## src/dly_pkg.sv

```systemverilog
/*
 * Shared constants for the three-wire delay-setting port and its host.
 * Assumes a 200 MHz system clock on both ends; serial clock is sampled.
 */
`default_nettype none
package dly_pkg;
	localparam int          SET_W        = 8;
	localparam logic [7:0]  SET_RST      = 8'h00;
	localparam int          CLK_NS       = 5;
	// Host serial clock half period, stays under 10 MHz with margin
	localparam int          SCK_HALF_NS  = 80;
	localparam logic [7:0]  SCK_HALF_CYC = 8'((SCK_HALF_NS + CLK_NS - 1) / CLK_NS);
	// Enable-to-delay settling after the load edge
	localparam int          SETTLE_US    = 50;
	localparam int          SETTLE_CYC   = (SETTLE_US * 1000) / CLK_NS;
	localparam int          CNT_W        = 16;
	localparam logic [7:0]  BITS_W       = 8'(SET_W);
	// Highest delay step index
	localparam logic [7:0]  STEP_MAX     = 8'hFF;
endpackage
`default_nettype wire

```

## src/dly_if.sv

```systemverilog
/*
 * Three-wire link between host and delay device.
 * Q is a tristate pin: carried as data plus output enable.
 */
`timescale 1ns/1ps
`default_nettype none
interface dly_if;
	logic en;
	logic sck;
	logic sdi;
	logic sdo;
	logic sdo_oe;
	modport dev  (input en, input sck, input sdi, output sdo, output sdo_oe);
	modport host (output en, output sck, output sdi, input sdo, input sdo_oe);
endinterface
`default_nettype wire

```

## src/dly_host.sv

```systemverilog
/*
 * Host end: generates enable, serial clock and data by divider.
 * Shifts NDEV words (chain), optionally writes back read data.
 */
`timescale 1ns/1ps
`default_nettype none
module dly_host #(
	parameter int NDEV        = 1,
	parameter int SETTLE_CNT  = dly_pkg::SETTLE_CYC
) (
	input  wire logic             clk,
	input  wire logic             sys_rst,
	dly_if.host                   link,
	input  wire logic             start,
	input  wire logic             readback,
	input  wire logic [7:0]       wr_data,
	output var  logic             busy,
	output var  logic [7:0]       rd_data,
	output var  logic             done
);
	import dly_pkg::*;

	typedef enum logic [2:0] {
		ST_IDLE   = 3'b000,
		ST_LOW    = 3'b001,
		ST_HIGH   = 3'b010,
		ST_END    = 3'b011,
		ST_SETTLE = 3'b100
	} hst_e;

	typedef struct packed {
		hst_e             state;
		logic [1:0]       q_s;
		logic [7:0]       div;
		logic [7:0]       bits;
		logic [7:0]       words;
		logic [CNT_W-1:0] wait_c;
		logic [7:0]       data;
		logic [7:0]       rd;
		logic             rb;
		logic             en;
		logic             sck;
		logic             sdi;
		logic             busy;
		logic             done;
	} host_s;

	host_s st_r;
	host_s st_nxt;

	////////////////////////////////////////////////////////////////////
	// Sequencer: one full word per chained device, MSB first
	always_comb begin
		st_nxt      = st_r;
		st_nxt.q_s  = {st_r.q_s[0], link.sdo};
		st_nxt.done = 1'b0;
		unique case (st_r.state)
			ST_IDLE: begin
				if (start) begin
					st_nxt.state = ST_LOW;
					st_nxt.en    = 1'b1;
					st_nxt.busy  = 1'b1;
					st_nxt.rb    = readback;
					st_nxt.data  = wr_data;
					st_nxt.bits  = '0;
					st_nxt.words = '0;
					st_nxt.div   = '0;
				end
			end
			ST_LOW: begin
				// Present data; on readback return the sampled output
				st_nxt.sdi = st_r.rb ? st_r.q_s[1] : st_r.data[7];
				st_nxt.div = st_r.div + 8'h01;
				if (st_r.div == SCK_HALF_CYC) begin
					st_nxt.div   = '0;
					st_nxt.sck   = 1'b1;
					st_nxt.rd    = {st_r.rd[6:0], st_r.q_s[1]};
					st_nxt.data  = {st_r.data[6:0], st_r.data[7]};
					st_nxt.state = ST_HIGH;
				end
			end
			ST_HIGH: begin
				st_nxt.div = st_r.div + 8'h01;
				if (st_r.div == SCK_HALF_CYC) begin
					st_nxt.div   = '0;
					st_nxt.sck   = 1'b0;
					st_nxt.bits  = st_r.bits + 8'h01;
					st_nxt.state = ST_LOW;
					if (st_r.bits == BITS_W - 8'h01) begin
						st_nxt.bits  = '0;
						st_nxt.words = st_r.words + 8'h01;
						if (st_r.words == 8'(NDEV - 1)) begin
							st_nxt.state = ST_END;
						end
					end
				end
			end
			ST_END: begin
				st_nxt.div = st_r.div + 8'h01;
				if (st_r.div == SCK_HALF_CYC) begin
					st_nxt.en     = 1'b0;
					st_nxt.wait_c = '0;
					st_nxt.state  = ST_SETTLE;
				end
			end
			ST_SETTLE: begin
				st_nxt.wait_c = st_r.wait_c + 16'h0001;
				if (st_r.wait_c == CNT_W'(SETTLE_CNT)) begin
					st_nxt.state = ST_IDLE;
					st_nxt.busy  = 1'b0;
					st_nxt.done  = 1'b1;
				end
			end
		endcase
	end

	////////////////////////////////////////////////////////////////////
	// State register
	always_ff @(posedge clk or posedge sys_rst) begin
		if (sys_rst) begin
			st_r <= '0;
		end else begin
			st_r <= st_nxt;
		end
	end

	assign link.en  = st_r.en;
	assign link.sck = st_r.sck;
	assign link.sdi = st_r.sdi;
	assign busy     = st_r.busy;
	assign rd_data  = st_r.rd;
	assign done     = st_r.done;
endmodule
`default_nettype wire

```

## src/flat_wrapper.sv

```systemverilog
// flat-port wrapper written by rule: the top's interface ports become plain ports
module dly_host_flat import dly_pkg::*;
#(
	parameter int NDEV        = 1,
	parameter int SETTLE_CNT  = dly_pkg::SETTLE_CYC
)
  (clk, sys_rst, start, readback, wr_data, busy, rd_data, done, link_en, link_sck, link_sdi, link_sdo, link_sdo_oe);
  dly_if link_i ();
  input  wire logic clk;
  input  wire logic sys_rst;
  input  wire logic start;
  input  wire logic readback;
  input  wire logic [7:0] wr_data;
  output var  logic busy;
  output var  logic [7:0] rd_data;
  output var  logic done;
  output wire logic [$bits(link_i.en)-1:0] link_en;
  output wire logic [$bits(link_i.sck)-1:0] link_sck;
  output wire logic [$bits(link_i.sdi)-1:0] link_sdi;
  input wire logic [$bits(link_i.sdo)-1:0] link_sdo;
  input wire logic [$bits(link_i.sdo_oe)-1:0] link_sdo_oe;
  assign link_en = link_i.en;
  assign link_sck = link_i.sck;
  assign link_sdi = link_i.sdi;
  assign link_i.sdo = link_sdo;
  assign link_i.sdo_oe = link_sdo_oe;
  dly_host #(.NDEV(NDEV), .SETTLE_CNT(SETTLE_CNT)) u_core (.clk(clk), .sys_rst(sys_rst), .link(link_i), .start(start), .readback(readback), .wr_data(wr_data), .busy(busy), .rd_data(rd_data), .done(done));
endmodule
```

## config.mk

```make
export PLATFORM = sky130hd
export DESIGN_NAME = dly_host_flat
export DESIGN_NICKNAME = d
export VERILOG_FILES = /design/src/dly_pkg.sv /design/src/dly_if.sv /design/src/dly_host.sv /design/src/flat_wrapper.sv
export SDC_FILE = /design/constraint.sdc
export NUM_CORES = 1
export LEC_CHECK = 0
export ABC_AREA = 1
export BUFFER_PORTS_ARGS = -buffer_cell sky130_fd_sc_hd__buf_2
export CAP_MARGIN = 20
export CORE_ASPECT_RATIO = 0.5
export CORE_UTILIZATION = 45
export CTS_CLUSTER_SIZE = 12
export DETAILED_ROUTE_END_ITERATION = 16
export GPL_ROUTABILITY_DRIVEN = 0
export PLACE_DENSITY = 0.59
export SLEW_MARGIN = 20
export SYNTH_ARGS = -nofsm -noshare
export SYNTH_HDL_FRONTEND = slang
export SYNTH_SLANG_ARGS = --single-unit
```

## constraint.sdc

```tcl
create_clock -name clk -period 3.2 [get_ports clk]
set_input_delay 0.64 -clock clk [delete_from_list [all_inputs] [get_ports clk]]
set_output_delay 0.64 -clock clk [all_outputs]
set_load 0.02 [all_outputs]
```

---- Word level (Yosys, flattened, before mapping) ----
Index checks and enable logic that the tools add are counted.
W data, S select, Z words.
storage, ports and cells
  register bits after elaboration ......... 67
  input port bits ......................... 14
  output and inout bits ................... 13
  logic and storage cells ................. 80
cells by class
  add/sub/neg operators ................... 4
  eq/ne operators ......................... 13
  multiplexer cells ....................... 29
  reduce and logical (&&, ||, !) cells .... 20
operator list
  operator                 count
  $pmux W16 S2             2
  $mux W16                 3
  $mux W24                 2
  $pmux W8 S4              1
  $add A8 B1 Y8 const B    3
  $add A16 B1 Y16 const B  1
  $eq A16 B14 Y1 const B   1
  $mux W8                  2
  $pmux W8 S2              1
  $mux W3                  5
  $pmux W3 S5              1
  $reduce_and A3 Y1        5
  $reduce_bool A2 Y1       6
  $ne A2 B1 Y1 const B     5
  $eq A8 B3 Y1 const B     1
  $eq A8 B5 Y1 const B     1
  $logic_not A8 Y1         1
  $reduce_and A2 Y1        4
  $eq A3 B2 Y1 const B     2
  $mux W1                  6
  $mux W2                  3
  $pmux W1 S2              3
  $reduce_and A5 Y1        1
  $reduce_and A4 Y1        1
  5 further kinds          5

---- Longest topological paths before layout ----
  depth in word-level cells ............... 5
  gate-level depth with buffers ........... 11
  depth with buffers taken out ............ 11

---- Worst setup path after synthesis ----
OpenSTA, ideal clock, no wires.
  path kind ............................... register to register
  start point ............................. register u_core.st_r[54] (netlist bit)
  end point ............................... register u_core.st_r[28] (netlist bit)
  setup time .............................. 0.133 ns
  arrival time ............................ 1.329 ns
  data required time ...................... 3.067 ns
  path slack .............................. 1.739 ns
  cell stages (with the launch flop) ...... 9
  buffers on the path ..................... 1
  clock period less this slack ............ 1.461 ns
  cell sequence ........................... dfrtp_1 inv_1 ha_1 nand3_1 nor2_2 buf_6 nand2_4 nand2_4 o22ai_1
on the way
  word-level cells in the longest chain between the ends .. 3
ends and longest elaborated chain
  item                         line             RTL
  start: declaration           dly_host.sv:48   host_s st_r;
  start signal: assignment     dly_host.sv:123  st_r <= st_nxt;
  $eq A8 B5 Y1                 dly_host.sv:100  if (st_r.div == SCK_HALF_CYC) begin
  $ne A2 B1 Y1 (no line)       n/a
  $reduce_and A2 Y1 (no line)  n/a
No other way between the ends.
A chain may end at the register's enable or synchronous reset.

---- Worst setup path in the final report ----
  start point ............................. register u_core.st_r[54] (netlist bit)
  end point ............................... register u_core.st_r[42] (netlist bit)
on the way
  word-level cells in the longest chain between the ends .. 3
ends and longest elaborated chain
  item                         line            RTL
  $eq A8 B5 Y1                 dly_host.sv:84  if (st_r.div == SCK_HALF_CYC) begin
  $ne A2 B1 Y1 (no line)       n/a
  $reduce_and A4 Y1 (no line)  n/a
No other way between the ends.

==> metrics.txt <==
clock sink count=67; largest net degree at the start of global routing=30; Top-Level Pins=27; Period minus WS final=2.07 ns; syn_nets=between 500 and 600; initial antenna violation count=0; crit path capture type=flip-flop; CTS Root Cell=clkbuf_16; fmax=around 480 MHz; Setup Fix Bufs, Post-CTS=0; layout cell share with drive strength beyond 1=between 10% and 20%; Clk pin slew, worst setup/hold paths=around 0.060 ns; arrival time at the worst endpoint=approximately 2.3 ns; I/O Buffers=25; GRT overflow=0; Area Overhead vs Synth=13.1%; fin nets=roughly 540; die area=roughly 8800 um^2; MaxCap Viol Count=0; Core Rows=23; worst-path maximum fanout=11; clk_lat worst skew=around 0.33 ns; GRT Overall Usage=20.4%; Final TNS setup=0 ns; DR vias=between 3,000 and 4,000; total power=2.77 mW; unrepaired setup endpoints after global routing=false; status=finished, final reports clean; post-route non-filler standard cell count=around 630; Area after DPL=3970 um^2; Post-synth EDFFs=0; Yosys reg bits=67; Placed Cells=617; Avg Cell Area, Syn=slightly below 8 um^2; Core ar.=8090 um^2; Peak supply drop=0.000284 V; diode count=0; Vias per Instance=between 5 and 6; Hold Crit Class=in -> async; vias in the first global route=between 2,000 and 3,000; CTS max path bufs=2; ANT nets after route=0; DR iter-0 viols=just under 200; fin util=between 50% and 60%; sequential area share after synthesis=about 44%; post-DR wirelength/cell=approximately 13 um; leakage=2.18 nW; Tcrit/Tclk final=between 60 and 70%; drt first pass iters=4; ys async rst share=100%; die height=~67 um; relative slew slack=51.4%; Final Setup Violations=0; post-DP HPWL=around 5500 um; Slew Limit Fails=0; H-tree Lvls=3; Netlist Area Pre-Place=~3800 um^2; pwr dens=between 600 and 700 nW/um^2; Num CTS Buffers=9; residual DRC count=0; number of library cell types mapped by synthesis=35; worst slew pin tran=~0.73 ns; TritonCTS clock tree=built; critical path startpoint category=flip-flop; clock skew=just under 0.008 ns; Cells after Synth=around 490; final wirelength=roughly 8000 um; initial core utilization=between 40% and 50%; Synth Flop Type=dfrtp_1; Hold Fails Final Rpt=0; Syn. warnings=0; first-pass GRT wire length=13,800 um; Die X=~130 um; CP Class=reg -> reg; Design Area, Final=between 4000 and 5000 um^2; CTS Hold Bufs=0; post_cts resized=0; WP data required=between 3 and 4 ns
## report_power, final
part	total [mW]	switching, mW	internal [mW]
Combinational	0.682	0.473	0.210
Clock	1.06	0.378	0.679
Sequential	1.03	0.0855	0.947
Total	2.77	0.936	1.84
## routing by layer
| layer | global-route usage (%) | part of all wire [%] | up-vias |
|---|---|---|---|
| met1 | 28.5 | 53 | 1464 |
| met4 | 6.54 | 0.89 | 0 |
| met2 | 30.0 | 42 | 59 |
| met5 | 0 | 0 | - |
| li1 | - | - | 1641 |
| met3 | 5.94 | 3.9 | 5 |
## flip-flops by register name, indices dropped and copies added (netlist names)
register and flops:
u_core.st_r 53, u_core.rd_data 8, u_core.busy 1, u_core.done 1, u_core.link.en 1, u_core.link.sck 1
u_core.link.sdi 1, u_core.st_nxt 1
## final timing paths
check / slack (ns) / from / endpoint / depth (start not counted)
worst min-delay path: 0.32 / sys_rst / u_core.rd_data[5]$_DFFE_PP0P_ / 2
worst max-delay path: 1.13 / u_core.st_r[54]$_DFFE_PP0P_ / u_core.st_r[42]$_DFFE_PP0P_ / 9
worst max register to register: 1.13 / u_core.st_r[54]$_DFFE_PP0P_ / u_core.st_r[42]$_DFFE_PP0P_ / 9
min in group clk: 0.37 / u_core.st_nxt[63]$_DFF_PP0_ / u_core.st_r[63]$_DFF_PP0_ / 0
max in group asynchronous: 2.24 / sys_rst / u_core.st_r[64]$_DFFE_PP0P_ / 3
worst min register to register: 0.37 / u_core.st_nxt[63]$_DFF_PP0_ / u_core.st_r[63]$_DFF_PP0_ / 0
## stage by stage
step	worst slack, ns	hold slack [ns]
2_1_floorplan	0.877	0.331
6_report	1.13	0.321
4_1_cts	1.11	0.323
5_1_grt	0.921	0.351
3_3_place_gp	1.11	0.339
3_5_place_dp	1.13	0.365
## worst max-delay path: stages (launching register included)
cell	delay [ns]
dfrtp_1	0.40
inv_1	0.08
ha_1	0.19
nand3_1	0.10
nor2_2	0.56
nand2_4	0.17
nand2_4	0.18
o21ai_2	0.12
nand2_1	0.07
o21ai_0	0.07
## cells in the mapped netlist, types with 2 or more instances
library cell / n / share of area, %
dfrtp_1: 67 / 44
a21oi_1: 10 / 1.3
nand2_4: 5 / 1.5
o21ai_0: 23 / 3.0
nand2_1: 146 / 14
buf_6: 2 / 0.59
nand3_2: 5 / 1.3
nor2_2: 5 / 0.83
nor3_1: 5 / 0.66
buf_4: 10 / 2.0
inv_1: 55 / 5.4
o22ai_1: 8 / 1.3
nand3_1: 51 / 6.7
inv_2: 4 / 0.40
nand4_1: 12 / 2.0
nor4_2: 2 / 0.66
nor2_1: 42 / 4.2
buf_2: 3 / 0.40
o21ai_1: 9 / 1.2
nand2_2: 3 / 0.50
ha_1: 7 / 2.3
xor2_1: 5 / 1.2
## layout by cell type (no fill, tap or decap), types with 7 or more instances in the layout
cell type,netlist,layout
o22ai_1,8,8
dfrtp_1,67,67
a21oi_1,10,10
o21ai_0,23,23
clkbuf_16,0,9
inv_1,55,54
nand2_1,146,146
nor2_1,42,42
nand4_1,12,12
ha_1,7,7
nand3_1,51,51
o21ai_1,9,9
buf_2,3,25
## cell type report
| type | instances | area [um^2] |
|---|---|---|
| tap | 112 | 140 |
| sequential | 67 | 1680 |
| fill | 778 | 3800 |
| inverter | 60 | 228 |
| clock inverter | 7 | 92.6 |
| timing repair buffer | 29 | 168 |
| multi-input combinational | 349 | 1760 |
| clock buffer | 9 | 225 |
## cells by family after synthesis
| group | count (synthesis) | share of synthesized area (%) |
|---|---|---|
| AO/OA/AOI/OAI | 55 | 8.42 |
| XOR/XNOR | 6 | 1.39 |
| AND/OR/NAND/NOR | 281 | 34.2 |
| adder cells (fa/ha/maj) | 7 | 2.31 |
| flip-flops | 67 | 44.3 |
| buffers and inverters | 76 | 9.38 |
(Power assumes the default switching activity.)
